## config.mk

```make
export PLATFORM = sky130hd
export DESIGN_NAME = mba_arbiter
export DESIGN_NICKNAME = d
export VERILOG_FILES = /design/src/mba_pkg.sv /design/src/mba_arbiter.sv
export SDC_FILE = /design/constraint.sdc
export NUM_CORES = 1
export LEC_CHECK = 0
export ABC_AREA = 1
export BUFFER_PORTS_ARGS = -buffer_cell sky130_fd_sc_hd__buf_2
export CORE_MARGIN = 3
export CORE_UTILIZATION = 40
export DETAILED_ROUTE_END_ITERATION = 6
export GPL_TIMING_DRIVEN = 0
export HOLD_SLACK_MARGIN = 0.12
export PLACE_DENSITY_LB_ADDON = 0.2
export SLEW_MARGIN = 25
export SYNTH_ARGS = -nofsm -noshare
export SYNTH_HDL_FRONTEND = slang
export SYNTH_SLANG_ARGS = --single-unit
```

## constraint.sdc

```tcl
create_clock -name clk_i -period 1.7 [get_ports clk_i]
set_input_delay 0.085 -clock clk_i [delete_from_list [all_inputs] [get_ports clk_i]]
set_output_delay 0.085 -clock clk_i [all_outputs]
set_load 0.03 [all_outputs]
```

## src/mba_pkg.sv

```systemverilog
`default_nettype none
package mba_pkg;

  // ----------------------------------------------------------------
  // sizes
  // ----------------------------------------------------------------
  localparam int unsigned NPROC = 8;
  localparam int unsigned NDMA = 4;
  localparam int unsigned IDW = 3;

  // ----------------------------------------------------------------
  // timing and fixed values
  // ----------------------------------------------------------------
  // cycles after reset release before straps and identity are taken;
  // covers the three-stage input filter
  localparam logic [3:0] STRAP_WAIT = 4'h4;
  localparam logic [3:0] CNT_ONE = 4'h1;
  localparam logic [3:0] HIST_ZERO = 4'h0;
  localparam logic [NPROC-1:0] ONE_HOT0 = 8'h01;
  localparam logic [NPROC-1:0] NO_LINES = 8'h00;
  localparam logic [NDMA-1:0] NO_CHAN = 4'h0;

  // ----------------------------------------------------------------
  // pin inputs, all active low except identity and straps
  // ----------------------------------------------------------------
  typedef struct packed {
    logic [NPROC-1:0] br_n;
    logic backoff_n;
    logic hreq_n;
    logic hgrant_n;
    logic cpa_n;
    logic dpa_n;
    logic [NDMA-1:0] dmar_n;
    logic [IDW-1:0] id;
    logic strap_bm;
    logic strap_lock;
  } mba_pins_s;

  localparam int unsigned PINS_W = $bits(mba_pins_s);
  localparam mba_pins_s PINS_RST = '{br_n: 8'hff, backoff_n: 1'b1,
    hreq_n: 1'b1, hgrant_n: 1'b1, cpa_n: 1'b1, dpa_n: 1'b1,
    dmar_n: 4'hf, id: 3'h0, strap_bm: 1'b0, strap_lock: 1'b0};

  // ----------------------------------------------------------------
  // registered pin and status outputs
  // ----------------------------------------------------------------
  typedef struct packed {
    logic br_low;
    logic drive_en;
    logic bm_n;
    logic lock_n;
    logic grant_n;
    logic grant_oe;
    logic cpa_oe;
    logic dpa_oe;
    logic io_wr_n;
    logic io_rd_n;
    logic io_en_n;
    logic io_oe;
    logic float_bus;
    logic sr_req;
    logic abort;
  } mba_out_s;

  localparam mba_out_s OUT_RST = '{br_low: 1'b0, drive_en: 1'b0,
    bm_n: 1'b1, lock_n: 1'b1, grant_n: 1'b1, grant_oe: 1'b0,
    cpa_oe: 1'b0, dpa_oe: 1'b0, io_wr_n: 1'b1, io_rd_n: 1'b1,
    io_en_n: 1'b1, io_oe: 1'b0, float_bus: 1'b1, sr_req: 1'b0,
    abort: 1'b0};

  typedef enum logic [2:0] {
    ST_START, ST_SLAVE, ST_MASTER, ST_SELFREF, ST_HOST, ST_BACKOFF
  } mba_state_e;

  typedef struct packed {
    mba_state_e st;
    logic [3:0] cnt;
    mba_pins_s s1;
    mba_pins_s s2;
    mba_pins_s s3;
    mba_pins_s flt;
    logic [IDW-1:0] id;
    logic strap_bm;
    logic strap_lock;
    logic [NPROC-1:0] other_prev;
    logic [3:0] cpa_hist;
    logic [3:0] dpa_hist;
    logic [NDMA-1:0] dmar_prev;
    logic [NDMA-1:0] pend;
    mba_out_s out;
  } mba_state_s;

endpackage
`default_nettype wire

```

## src/mba_arbiter.sv

```systemverilog
`timescale 1ns/1ns
`default_nettype none
module mba_arbiter
  import mba_pkg::*;
(
  // clock and reset
  input wire logic clk_i,
  input wire logic rst_n_i,
  // pins in
  input wire mba_pkg::mba_pins_s pins_i,
  // pins out
  output logic [mba_pkg::NPROC-1:0] bus_request_lines_o,
  output logic [mba_pkg::NPROC-1:0] bus_request_lines_oe_o,
  output logic master_indicator_n_o,
  output logic master_indicator_oe_o,
  output logic bus_lock_indicator_n_o,
  output logic bus_lock_indicator_oe_o,
  output logic host_grant_n_o,
  output logic host_grant_oe_o,
  output logic core_priority_access_o,
  output logic core_priority_access_oe_o,
  output logic dma_priority_access_o,
  output logic dma_priority_access_oe_o,
  output logic io_write_strobe_n_o,
  output logic io_read_strobe_n_o,
  output logic io_output_enable_n_o,
  output logic io_oe_o,
  // core and dma side
  input wire logic core_req_i,
  input wire logic lock_req_i,
  input wire logic dma_act_i,
  input wire logic [1:0] dma_ch_i,
  input wire logic [mba_pkg::NDMA-1:0] ch_init_i,
  input wire logic [mba_pkg::NDMA-1:0] ch_hiprio_i,
  input wire logic [mba_pkg::NDMA-1:0] ch_flyby_i,
  input wire logic [mba_pkg::NDMA-1:0] ch_flyby_rd_i,
  input wire logic [mba_pkg::NDMA-1:0] dma_ack_i,
  input wire logic data_cycle_i,
  input wire logic xfer_busy_i,
  input wire logic sdram_sr_ack_i,
  // status
  output logic [mba_pkg::NDMA-1:0] dma_pending_o,
  output logic bus_float_o,
  output logic sdram_selfref_req_o,
  output logic abort_o,
  output logic is_master_o,
  output logic host_owns_o,
  output logic [mba_pkg::IDW-1:0] id_o,
  output logic strap_bm_o,
  output logic strap_lock_o
);
  import mba_pkg::*;

  // ----------------------------------------------------------------
  // size checks
  // ----------------------------------------------------------------
  // the decode below assumes one request line per identity value
  if (NPROC != (1 << IDW) || NDMA != 4) begin : g_size_check
    $error("mba_arbiter: unsupported processor or channel count");
  end

  mba_state_s r_reg;
  mba_state_s r_next;
  logic [PINS_W-1:0] agree;
  logic [NPROC-1:0] own_mask;
  logic [NPROC-1:0] lower_mask;
  logic [NPROC-1:0] other_req;
  logic [NDMA-1:0] dmar_fall;
  logic want;
  logic hown;
  logic host_backoff;
  logic hreq;
  logic cpa_other;
  logic dpa_other;
  logic dma_hi;
  logic fly;
  logic take;
  logic preempt;
  logic owner;

  // ----------------------------------------------------------------
  // next state
  // ----------------------------------------------------------------
  always_comb begin
    r_next = r_reg;
    // three-stage filter: a bit moves once stages two and three agree
    r_next.s1 = pins_i;
    r_next.s2 = r_reg.s1;
    r_next.s3 = r_reg.s2;
    agree = ~(r_reg.s2 ^ r_reg.s3);
    r_next.flt = mba_pins_s'((r_reg.s3 & agree) |
                             (r_reg.flt & ~agree));

    own_mask = ONE_HOT0 << r_reg.id;
    lower_mask = own_mask - ONE_HOT0;
    // unused lines read high, so they never look like requests
    other_req = ~r_reg.flt.br_n & ~own_mask;
    want = core_req_i | dma_act_i;
    // our own grant drive reads back late; grant_oe masks it only while set, so hown sees it for up to four cycles after release
    hown = ~r_reg.flt.hgrant_n & ~r_reg.out.grant_oe;
    host_backoff = ~r_reg.flt.backoff_n;
    hreq = ~r_reg.flt.hreq_n;
    dma_hi = dma_act_i & ch_hiprio_i[dma_ch_i];
    fly = dma_act_i & ch_flyby_i[dma_ch_i];
    // own drive is seen late through the filter, so the history masks it
    cpa_other = ~r_reg.flt.cpa_n & ~|r_reg.cpa_hist;
    dpa_other = ~r_reg.flt.dpa_n & ~|r_reg.dpa_hist;
    // from an idle bus the lowest identity wins, otherwise hold off
    take = want & ~hown & ~host_backoff &
           ((other_req == NO_LINES) |
            ((r_reg.other_prev == NO_LINES) &
             ((other_req & lower_mask) == NO_LINES)));
    preempt = (cpa_other & ~core_req_i & dma_act_i) |
              (dpa_other & dma_act_i & ~dma_hi & ~core_req_i);
    r_next.other_prev = other_req;
    r_next.out.abort = 1'b0;

    case (r_reg.st)
      ST_START: begin
        r_next.cnt = r_reg.cnt + CNT_ONE;
        if (r_reg.cnt == STRAP_WAIT) begin
          // identity and straps are taken once, after reset
          r_next.id = r_reg.flt.id;
          r_next.strap_bm = r_reg.flt.strap_bm;
          r_next.strap_lock = r_reg.flt.strap_lock;
          r_next.st = ST_SLAVE;
        end
      end
      ST_SLAVE: begin
        if (take) begin
          r_next.st = ST_MASTER;
        end
      end
      ST_MASTER: begin
        if (host_backoff) begin
          // drop the bus at once; the transaction is retried later
          r_next.out.abort = xfer_busy_i;
          r_next.st = ST_BACKOFF;
        end else if (hreq) begin
          if (!xfer_busy_i) begin
            r_next.st = ST_SELFREF;
          end
        end else if (preempt || !want) begin
          if (!xfer_busy_i) begin
            r_next.st = ST_SLAVE;
          end
        end
      end
      ST_SELFREF: begin
        if (sdram_sr_ack_i) begin
          r_next.st = ST_HOST;
        end
      end
      ST_HOST: begin
        if (!hreq) begin
          r_next.st = ST_SLAVE;
        end
      end
      ST_BACKOFF: begin
        if (!host_backoff) begin
          r_next.st = ST_SLAVE;
        end
      end
      default: begin
        r_next.st = ST_SLAVE;
      end
    endcase

    owner = (r_next.st == ST_MASTER) || (r_next.st == ST_SELFREF);
    r_next.out.drive_en = (r_next.st != ST_START);
    r_next.out.br_low = owner || (r_next.st == ST_HOST) ||
                        ((r_next.st == ST_SLAVE) && want && !hown &&
                         !host_backoff);
    r_next.out.bm_n = ~owner;
    r_next.out.lock_n = ~(owner & lock_req_i);
    r_next.out.grant_oe = owner || (r_next.st == ST_HOST);
    r_next.out.grant_n = ~(r_next.st == ST_HOST);
    r_next.out.sr_req = (r_next.st == ST_SELFREF) ||
                        (r_next.st == ST_HOST);
    r_next.out.float_bus = !(r_next.st == ST_MASTER);
    r_next.out.cpa_oe = core_req_i && (owner ||
                        (r_next.st == ST_SLAVE));
    r_next.out.dpa_oe = dma_hi && !core_req_i && (owner ||
                        (r_next.st == ST_SLAVE));
    r_next.cpa_hist = {r_reg.cpa_hist[2:0], r_reg.out.cpa_oe};
    r_next.dpa_hist = {r_reg.dpa_hist[2:0], r_reg.out.dpa_oe};

    // fly-by strobes only while we own the bus
    r_next.out.io_oe = (r_next.st == ST_MASTER);
    r_next.out.io_en_n = ~((r_next.st == ST_MASTER) && fly);
    r_next.out.io_wr_n = ~((r_next.st == ST_MASTER) && fly &&
                           data_cycle_i && ch_flyby_rd_i[dma_ch_i]);
    r_next.out.io_rd_n = ~((r_next.st == ST_MASTER) && fly &&
                           data_cycle_i && !ch_flyby_rd_i[dma_ch_i]);

    // a request landing on the cycle of its ack stays pending
    dmar_fall = r_reg.dmar_prev & ~r_reg.flt.dmar_n;
    r_next.dmar_prev = r_reg.flt.dmar_n;
    r_next.pend = (r_reg.pend & ~dma_ack_i) |
                  (dmar_fall & ch_init_i);
  end

  // ----------------------------------------------------------------
  // state register
  // ----------------------------------------------------------------
  always_ff @(posedge clk_i or negedge rst_n_i) begin
    if (!rst_n_i) begin
      r_reg <= '{st: ST_START, cnt: HIST_ZERO, s1: PINS_RST,
                 s2: PINS_RST, s3: PINS_RST, flt: PINS_RST,
                 id: PINS_RST.id, strap_bm: PINS_RST.strap_bm,
                 strap_lock: PINS_RST.strap_lock,
                 other_prev: NO_LINES, cpa_hist: HIST_ZERO,
                 dpa_hist: HIST_ZERO, dmar_prev: PINS_RST.dmar_n,
                 pend: NO_CHAN, out: OUT_RST};
    end else begin
      r_reg <= r_next;
    end
  end

  // ----------------------------------------------------------------
  // outputs
  // ----------------------------------------------------------------
  assign bus_request_lines_oe_o = r_reg.out.drive_en ?
                                  (ONE_HOT0 << r_reg.id) : NO_LINES;
  assign bus_request_lines_o = ~({NPROC{r_reg.out.br_low}} &
                                 (ONE_HOT0 << r_reg.id));
  // strap pins stay undriven until the straps have been taken
  assign master_indicator_n_o = r_reg.out.bm_n;
  assign master_indicator_oe_o = r_reg.out.drive_en;
  assign bus_lock_indicator_n_o = r_reg.out.lock_n;
  assign bus_lock_indicator_oe_o = r_reg.out.drive_en;
  assign host_grant_n_o = r_reg.out.grant_n;
  assign host_grant_oe_o = r_reg.out.grant_oe;
  assign core_priority_access_o = 1'b0;
  assign core_priority_access_oe_o = r_reg.out.cpa_oe;
  assign dma_priority_access_o = 1'b0;
  assign dma_priority_access_oe_o = r_reg.out.dpa_oe;
  assign io_write_strobe_n_o = r_reg.out.io_wr_n;
  assign io_read_strobe_n_o = r_reg.out.io_rd_n;
  assign io_output_enable_n_o = r_reg.out.io_en_n;
  assign io_oe_o = r_reg.out.io_oe;
  assign dma_pending_o = r_reg.pend;
  assign bus_float_o = r_reg.out.float_bus;
  assign sdram_selfref_req_o = r_reg.out.sr_req;
  assign abort_o = r_reg.out.abort;
  assign is_master_o = ~r_reg.out.bm_n;
  assign host_owns_o = (r_reg.st == ST_HOST) ||
                       (~r_reg.flt.hgrant_n & ~r_reg.out.grant_oe);
  assign id_o = r_reg.id;
  assign strap_bm_o = r_reg.strap_bm;
  assign strap_lock_o = r_reg.strap_lock;

  // ----------------------------------------------------------------
  // checks
  // ----------------------------------------------------------------
  a_br_own_only: assert property (@(posedge clk_i) disable iff (!rst_n_i)
    (bus_request_lines_oe_o & ~(ONE_HOT0 << id_o)) == NO_LINES)
    else $error("request line other than own is driven");

  a_br_id_select: assert property (@(posedge clk_i) disable iff (!rst_n_i)
    !bus_request_lines_o[id_o] |-> bus_request_lines_oe_o[id_o])
    else $error("own request line low but not driven");

  // judged from the filtered lines and the taken identity, not the masks
  a_arb_order: assert property (@(posedge clk_i) disable iff (!rst_n_i)
    (r_reg.st == ST_SLAVE && r_next.st == ST_MASTER) |->
    (~r_reg.flt.br_n & ((ONE_HOT0 << id_o) - ONE_HOT0)) == NO_LINES)
    else $error("took bus over a lower identity");

  a_backoff_drop: assert property (@(posedge clk_i) disable iff (!rst_n_i)
    (r_reg.st == ST_MASTER && host_backoff) |=>
    (bus_float_o && master_indicator_n_o))
    else $error("back-off did not release the bus");

  a_host_wait: assert property (@(posedge clk_i) disable iff (!rst_n_i)
    (r_reg.st == ST_MASTER && hreq && xfer_busy_i && !host_backoff) |=>
    host_grant_n_o)
    else $error("host granted before transaction ended");

  a_host_float: assert property (@(posedge clk_i) disable iff (!rst_n_i)
    !host_grant_n_o |-> (bus_float_o && !io_oe_o))
    else $error("bus driven while host granted");

  a_selfref_first: assert property (@(posedge clk_i) disable iff (!rst_n_i)
    $fell(host_grant_n_o) |-> $past(sdram_selfref_req_o, 1))
    else $error("grant without sdram self-refresh");

  a_grant_hold: assert property (@(posedge clk_i) disable iff (!rst_n_i)
    (!host_grant_n_o && hreq) |=> !host_grant_n_o)
    else $error("host grant dropped while request active");

  a_grant_owner: assert property (@(posedge clk_i) disable iff (!rst_n_i)
    host_grant_oe_o |-> (!master_indicator_n_o || r_reg.st == ST_HOST))
    else $error("non-owner drives host grant");

  a_cpa_drive: assert property (@(posedge clk_i) disable iff (!rst_n_i)
    (r_reg.st == ST_MASTER && core_req_i && !host_backoff && !hreq) |=>
    core_priority_access_oe_o)
    else $error("core access without core priority");

  a_dma_ignore: assert property (@(posedge clk_i) disable iff (!rst_n_i)
    $rose(dma_pending_o[0]) |-> $past(ch_init_i[0], 1))
    else $error("request taken on uninitialised channel");

  a_flyby_only: assert property (@(posedge clk_i) disable iff (!rst_n_i)
    !io_output_enable_n_o |-> (io_oe_o && $past(fly, 1)))
    else $error("io enable outside fly-by");

  a_flyby_strobe: assert property (@(posedge clk_i) disable iff (!rst_n_i)
    (!io_write_strobe_n_o || !io_read_strobe_n_o) |->
    (!io_output_enable_n_o && io_write_strobe_n_o != io_read_strobe_n_o))
    else $error("fly-by strobe without enable or both strobes");

endmodule // mba_arbiter
`default_nettype wire

```

* Yosys cells after proc, flatten, opt, wreduce, memory -nomap -nowiden *
Cells that the tools add are included.

word-level totals
  bits of input ports = 52
  register bits = 139
  logic and storage cells = 181
  output and inout port bits = 44

operators by class
  add/sub/neg operators = 2
  bitwise gates (word level) = 50
  magnitude comparators = 1
  equality and inequality tests = 10
  reductions and logical operators = 32
  mux-type cells = 20
  shifts and indexed selects = 1

operator list
  kind                                                                   count
  22-bit AND                                                             2
  22-bit NOT                                                             2
  3-bit two-way mux                                                      10
  8-bit AND                                                              3
  8-bit zero test                                                        3
  8-bit NOT                                                              3
  22-bit bitwise OR                                                      1
  22-bit bitwise XOR                                                     1
  3-bit one-hot mux with 6 select lines                                  1
  1-bit AND                                                              15
  1-bit NOT                                                              14
  4-bit AND                                                              3
  3-bit by 2-bit equality test with 1-bit output, second input constant  4
  1-bit logical AND                                                      10
  3-bit equality test, second input constant                             3
  8-bit two-way mux                                                      1
  4-bit NOT                                                              2
  4-bit OR reduction                                                     2
  1-bit by 3-bit left shift with 8-bit output, first input constant      1
  8-bit by 1-bit subtractor with 8-bit output, second input constant     1
  1-bit zero test                                                        7
  1-bit logical OR                                                       7
  1-bit binary-select mux with 2-bit select                              3
  3-bit by 1-bit equality test with 1-bit output, second input constant  2
  9 further kinds                                                        15

* Logic depth before layout (Yosys ltp) *
Gate-level depths: netlist (run 1).

  word-level depth = 17
  mapped depth = 14
  mapped depth without buffers = 14

* Worst setup path after synthesis (run 1) *
No wires, ideal clock.

  kind = reg-to-reg
  start point = register r_reg, in the netlist id_o[2]
  end point = register r_reg, in the netlist io_write_strobe_n_o
  arrival = 1.434 ns
  period minus slack after synthesis = 1.520 ns
  setup slack = 0.180 ns
  buffers on the path = 1
  stages on the path, launching flop included = 12
  library setup time = 0.086 ns
  required time = 1.614 ns
  cell sequence = dfrtp_1 buf_6 inv_4 nand2_1 inv_1 nor2_2 nor2_1 nand3_2 nand3_4 nand2_4 nor2_4 nand3_1

RTL lines
  item                    RTL line            RTL
  from (decl)             mba_arbiter.sv:62   mba_state_s r_reg;
  from (signal assigned)  mba_arbiter.sv:208  r_reg <= '{st: ST_START, cnt: HIST_ZERO, s1: PINS_RST,
  from (signal assigned)  mba_arbiter.sv:216  r_reg <= r_next;

==> summary.md, run 1 <==
| Metric | Value |
|---|---|
| Yosys warning total | 0 |
| Internal power | 7.24 mW |
| Power density cells | 1460 nW/µm² |
| Clk_skew | 9.25 ps |
| Mean number of vias per cell | 4.35 |
| Hold path cells | 6 |
| Startpoint Class | flop |
| Clock power frac | 0.367 |
| Max-cap viol count | 0 |
| Layout cells sized above 1 | 0.485 |
| Power consumption | 10.3 mW |
| DR vias | 3265 |
| Final Slew Violations | 0 |
| Final instance area | 7040 µm² |
| Row count | 40 |
| FF+latch area | 3580 µm² |
| Flop2flop setup slack | -50 ps |
| Met2 wire length | 4400 µm |
| I/O Pins | 96 |
| # DRC | 0 |
| Sw Ratio | 0.295 |
| Global-route usage over all layers | 0.139 |
| WL met1 | 4140 µm |
| Post-Syn Instances | 396 |
| RSZ-0062 raised after global routing | yes |
| Worst endpoint required time | 2040 ps |
| RD Place Congestion | 0.848 |
| GRT overflow | 0 |
| Setup crit end kind | flop |
| Hold crit path type | input pin to flop |
| Hold_sp | dma_ch_i[1] |
| Worst skew pair latency | 420 ps |
| Root buf cell | clkbuf_16 |
| Htree depth | 4 |
| Combinational power share | 0.240 |
| Top Metal Used | met4 |
| Placed Area | 5720 µm² |
| Port Buf Inserts | 93 |
| CTS tree | done |
| CTS Buffer Depth | 2 |
| Sequential share of the synthesized area | 0.715 |
| Failing checks | negative setup slack |
| Synthesized area | 5000 µm² |
| RR Startpoint | id_o[1] |
| Sw Pwr | 3.03 mW |
| Area Overhead vs Synth | 40.8% |
| Worst setup margin | -47.3 ps |
| DR iter-0 viols | 129 |
| R2r endpoint | io_read_strobe_n_o |
| CORE AREA | 12100 µm² |
| Part of the cycle the worst path needs | 1.03 |
| Area of the multi-input gates | 1210 µm² |
| CP max-delay cell | dfrtp_2 |
| Number of setup violations in the final report | 4 |
| Final Hold Viols | 0 |
| Pre-Repair DR Iteration Count | 4 |
| Highest Clock Rate | 572 MHz |
| Mean post-synth cell area | 12.6 µm² |
| Hold Path Sink | io_output_enable_n_o |
| Starting density of the core | 0.413 |
| Fin nets | 624 |
| Post-route minimum period | 1750 ps |
| Static leakage | 3.29 nW |
| FF-to-FF path depth | 11 |
| Synthesis-stage register bit count | 139 |
| Worst setup path class | flop to flop |
| Die area | 13900 µm² |
| Final wirelength | 9240 µm |
| Final core occ | 0.581 |
| Clock-pin slew of the registers on the worst-case setup and hold paths | 60 ps |
| Status | finished, violations left |
| HPWL reported at the end of detailed placement | 5920 µm |
| Initial antenna violation count | 0 |
| CP max stage delay | 450 ps |
| Layout fillers | 1019 |
| Die X-Extent | 118 µm |
| Vias in the first global route | 3230 |
| Yosys cell types | 34 |
| Die H | 118 µm |
| CTS sink count | 139 |
| Setup TNS Final | -112 ps |
| Seq pwr share | 0.393 |
| Num CTS Buffers | 17 |
| Critical path arrival | 2090 ps |
| Crit path max fanout | 10 |
| Worst path cell trace | buf_6 > a21oi_1 > nand3_1 > nand2_1 > nand2_1 > nand2_2 > nand3_2 > nand3_4 > nand2_4 > nor2_4 > nand3_2 |
| Routed Antenna Nets | 0 |
| Routed wl met3 | 452 µm |
| Wire length per cell | 12.3 µm |
| Diode count | 0 |
| VDD IR max | 0.00107 V |
| Global-route wire length before repair | 15200 µm |
| Largest net degree at the start of global routing | 72 |
[final cells by class]
class                           instances  share of cell area
Inverter                               52              0.0309
Clock buffer                           24              0.0731
Sequential cell                       139               0.509
Tap cell                              168              0.0299
Timing Repair inverter                  1             0.00124
Multi-Input combinational cell        192               0.172
Buffer                                 14              0.0178
Timing Repair Buffer                  153               0.151
Clock inverter                          8              0.0146
[power by group through the flow]
stage               sequential [mW]  combinational [mW]  clock, mW
floorplan                      4.09                1.24          0
global placement               4.05                1.80          0
detailed placement             4.07                1.83          0
CTS                            4.03                2.04       3.88
global route                   4.09                2.68       4.02
finish                         4.04                2.46       3.77
[worst max-delay path, delay by kind of cell, from the launching register on]
kind / cells / cell delay (ps)
flops: 1 / 450
buf+inv: 1 / 170
compound gates: 1 / 180
simple gates: 9 / 860
[worst max-delay path by stage]
| stage | start | end | slack, ps | cells after the start |
|---|---|---|---|---|
| after floorplan | id_o[2] | io_write_strobe_n_o | 180 | 11 |
| after global placement | rst_n_i | r_next[90] | -1190 | 1 |
| after detailed placement | id_o[2] | io_write_strobe_n_o | -90 | 13 |
| after CTS | id_o[0] | io_write_strobe_n_o | -3 | 13 |
| after global routing | id_o[1] | io_read_strobe_n_o | -190 | 11 |
| final | id_o[1] | io_read_strobe_n_o | -50 | 11 |
[placed cells by master (no fill, tap or decap), types with 3 or more instances in the layout]
cell and count:
nand3_2 5, o21ai_0 10, dfrtp_2 3, clkbuf_1 4, nand3_1 14, dfrtp_1 57, nor2_1 34, nor2_2 5
nand3_4 6, nand4_1 9, nand2_2 9, nand2_4 3, inv_4 3, nand2_1 45, buf_2 91, a21oi_1 6
buf_4 29, inv_2 6, dlygate4sd3_1 40, inv_1 43, xor2_1 3, dfstp_2 79, maj3_1 22, nor2_4 4
clkbuf_16 20
[synthesized netlist by cell type, drive strengths merged]
master / number / area share
o22ai: 2 / 0.0025
ha: 2 / 0.0050
nor2: 43 / 0.037
maj3: 22 / 0.044
buf: 13 / 0.022
o211ai: 1 / 0.0015
nand4: 9 / 0.011
clkbuf: 1 / 0.00075
nand3: 25 / 0.035
a21oi: 7 / 0.0078
a32oi: 1 / 0.0018
nor4: 2 / 0.0055
nand2: 57 / 0.046
nor3: 2 / 0.0020
dfstp: 79 / 0.42
inv: 52 / 0.041
dfrtp: 60 / 0.30
o21ai: 11 / 0.011
xor2: 3 / 0.0053
mux2: 2 / 0.0045
nand3b: 1 / 0.0015
conb: 1 / 0.00075
[per-layer routing]
metal / up-vias / global-route usage
met5: - / 0
met4: 0 / 0.0769
met3: 20 / 0.0495
met2: 78 / 0.209
met1: 1565 / 0.176
li1: 1602 / -
[timing repair]
item / in CTS / in global routing
endpoints found under the hold margin: 151 / 0
endpoints found under the setup margin: 7 / 12
hold buffers: 40 / 0
gates resized for setup: 9 / 29
buffers inserted: 5 / 13
gates cloned: 0 / 2
pin swaps: 3 / 14
[per-stage QoR]
step / std cells / hold slack [ps] / setup slack, ps
2_1_floorplan: 397 / -211 / 180
5_1_grt: 751 / 192 / -186
4_1_cts: 736 / 158 / -2.57
3_5_place_dp: 659 / 73.3 / -92.0
6_report: 751 / 183 / -47.3
3_3_place_gp: 658 / 190 / -1190
[logic make-up after synthesis]
logic type / after synthesis / share of synthesized area
other cells: 1 / 0.000750
mux: 2 / 0.00450
simple gates: 139 / 0.137
compound gates: 22 / 0.0245
buf+inv: 66 / 0.0631
flops: 139 / 0.715
xor+xnor: 3 / 0.00526
fa+ha+maj: 24 / 0.0490
(Power assumes the default switching activity.)
==> run 2: changes to the inputs <==
--- a/config.mk
+++ b/config.mk
@@ -11,8 +11,7 @@
 export CORE_UTILIZATION = 40
 export DETAILED_ROUTE_END_ITERATION = 6
 export GPL_TIMING_DRIVEN = 0
-export HOLD_SLACK_MARGIN = 0.12
-export PLACE_DENSITY_LB_ADDON = 0.2
+export PLACE_DENSITY = 0.66
 export SLEW_MARGIN = 25
 export SYNTH_ARGS = -nofsm -noshare
 export SYNTH_HDL_FRONTEND = slang
==> run 2 against run 1 <==
Effect of this change: the flow still finishes with violations (negative setup slack); largest cell class unchanged; maximum frequency up 1.9%; final cell count down 0.80%; first-iteration DRC count down 25%; highest routed layer unchanged; largest power group unchanged; sequential cell count unchanged; global-route usage up 0.27 points.
==> summary.md, run 2 (same netlist as run 1, synthesis figures left out) <==
| Metric | Value |
|---|---|
| Critical path arrival | 2040 ps (-50 ps) |
| Top Family by Delay on Critical Path | simple AND/OR/NAND/NOR gates |
| # DRC | 0 (unchanged) |
| Setup crit end kind | flop |
| Status | finished, violations left |
| Commonest non-fill, non-tap cells in the layout | buf_2, dfstp_2, dfrtp_1 |
| Area Overhead vs Synth | 38.7% |
| Layout fillers | 1014 (-0.49%) |
| Highest Clock Rate | 583 MHz (+1.9%) |
| Vias in the first global route | 3388 (+4.9%) |
| Hold Worst Slack | 51.1 ps (-132 ps) |
| Final Slew Violations | 0 (unchanged) |
| Starting density of the core | 0.413 (unchanged) |
| DR vias | 3260 (-0.15%) |
| CORE AREA | 12100 µm² (unchanged) |
| Die X-Extent | 118 µm (unchanged) |
| Part of the cycle the worst path needs | 1.01 (-0.0194) |
| CP max stage delay | 420 ps (-30 ps) |
| Area of the multi-input gates | 1190 µm² (-2.3%) |
| RSZ-0062 raised after global routing | yes |
| Crit path max fanout | 8 (-2) |
| Static leakage | 3.26 nW (-0.66%) |
| Clk_skew | 7.13 ps (-2.12 ps) |
| Slew headroom | 0.646 |
| Worst setup path class | flop to flop |
| Met2 wire length | 4410 µm (about the same) |
| Diode count | 0 (unchanged) |
| Startpoint Class | flop |
| HPWL reported at the end of detailed placement | 6110 µm (+3.2%) |
| DR iter-0 viols | 97 (-25%) |
| Die area | 13900 µm² (unchanged) |
| CP max-delay cell | dfrtp_1 |
| VDD IR max | 0.000912 V (-15%) |
| Routed Antenna Nets | 0 (unchanged) |
| Worst setup margin | -14.2 ps (+33.1 ps) |
| CTS tree | done |
| Power density cells | 1460 nW/µm² (about the same) |
| Num CTS Buffers | 17 (unchanged) |
| RD Place Congestion | 0.822 (-3.1%) |
| FF+latch area | 3580 µm² (about the same) |
| Layout cells sized above 1 | 0.485 (about the same) |
| Number of setup violations in the final report | 1 (-3) |
| Htree depth | 4 (unchanged) |
| Initial antenna violation count | 0 (unchanged) |
| GRT overflow | 0 (unchanged) |
| Worst path cell trace | buf_6 > inv_8 > nand3_4 > nand2_2 > nand2_1 > nor2_1 > nand2_1 > nand2_2 > a21oi_4 > nor2_4 > nand2_4 > nor2_4 > nand3_1 |
| Clock-pin slew of the registers on the worst-case setup and hold paths | 60 ps (about the same) |
| Failing checks | negative setup slack |
| CTS Buffer Depth | 2 (unchanged) |
| Worst endpoint required time | 2030 ps (about the same) |
| WL met1 | 4220 µm (+1.8%) |
| Row count | 40 (unchanged) |
| Global-route usage over all layers | 0.142 (+0.00270) |
| Worst skew pair latency | 410 ps (about the same) |
| Global-route wire length before repair | 15700 µm (+3.2%) |
| Mean number of vias per cell | 4.38 (+0.65%) |
| I/O Pins | 96 (unchanged) |
| Top Metal Used | met4 |
| WP buf/inv | 2 (+1) |
| Worst slew pin tran | 531 ps |
| Power consumption | 10.1 mW (-1.6%) |
| CTS sink count | 139 (unchanged) |
| Post-route minimum period | 1710 ps (-33.1 ps) |
| Root buf cell | clkbuf_16 |
| Pre-Repair DR Iteration Count | 4 (unchanged) |
| Final Hold Viols | 0 (unchanged) |
| Fin nets | 618 (-0.96%) |
| Routed wl met3 | 522 µm (+15%) |
| Die H | 118 µm (unchanged) |
| Max-cap viol count | 0 (unchanged) |
| Final core occ | 0.573 (-0.00868) |
| Largest net degree at the start of global routing | 73 (+1.4%) |
| Setup WS pre-CTS | -52.5 ps (+39.5 ps) |
| Port Buf Inserts | 93 (unchanged) |
| Wire length per cell | 12.4 µm (+0.45%) |
| Commonest non-fill, non-tap cell in the layout | buf_2 |
| Final wirelength | 9210 µm (-0.36%) |
| Hold crit path type | input pin to flop |
| Flop2flop setup slack | -10 ps (+30 ps) |
## run 2: changes by cell type in the layout (fill, tap and decap cells not counted), moves of 3 or more
cell,change
clkbuf_16,-3
dlygate4sd3_1,-3
inv_6,+3
nand3_2,+3
nand3_4,-3
## run 2: worst min-delay path, cell delays in order
cell     delay (ps)
buf_2            90
nand2_1          50
a32oi_1         110
nand3_1          90
## run 2: metrics by stage
step | cell area [µm²] | std cells | TNS (ps)
2_1_floorplan | 5000 | 397 | 0
3_3_place_gp | 5680 | 658 | -106650
3_5_place_dp | 5720 | 659 | -115
4_1_cts | 6810 | 738 | -6.06
5_1_grt | 6930 | 745 | -512
6_report | 6930 | 745 | -14.2
## run 2: area by class of cell
cell class                 count  share of cell area
buffer                        14              0.0162
clock buffer                  20              0.0659
sequential                   139               0.516
inverter                      52              0.0307
clock inverter                12              0.0229
multi-input combinational    192               0.171
tap                          168              0.0303
timing repair buffer         148               0.147
## run 2: final timing paths
path / endpoint / from / cells past startpoint
setup / recovery: io_read_strobe_n_o / id_o[0] / 13
hold / removal: io_write_strobe_n_o / ch_flyby_rd_i[0] / 4
setup reg to reg: io_read_strobe_n_o / id_o[0] / 13
hold reg to reg: r_next[68] / r_next[90] / 0
max in group asynchronous: r_reg[22] / rst_n_i / 3
min in group asynchronous: r_next[66] / rst_n_i / 2
## run 2: power breakdown
part / internal [mW] / total (mW) / switching (mW)
Sequential: 3.79 / 4.02 / 0.226
Combinational: 0.946 / 2.32 / 1.37
Clock: 2.40 / 3.78 / 1.38
Total: 7.14 / 10.1 / 2.98
## run 2: what timing repair did
item | 4_1_cts | 5_1_grt
pin swaps | 4 | 2
hold buffers | 37 | 0
hold endpoints to repair | 85 | 0
gates resized for setup | 11 | 18
cloned | 0 | 0
setup buffers | 10 | 7
setup endpoints to repair | 7 | 11
## run 2: routing by layer
layer / global-route usage / up-vias
met4: 0.0527 / 0
met1: 0.176 / 1565
met3: 0.0601 / 7
met5: 0 / -
li1: - / 1595
met2: 0.222 / 93
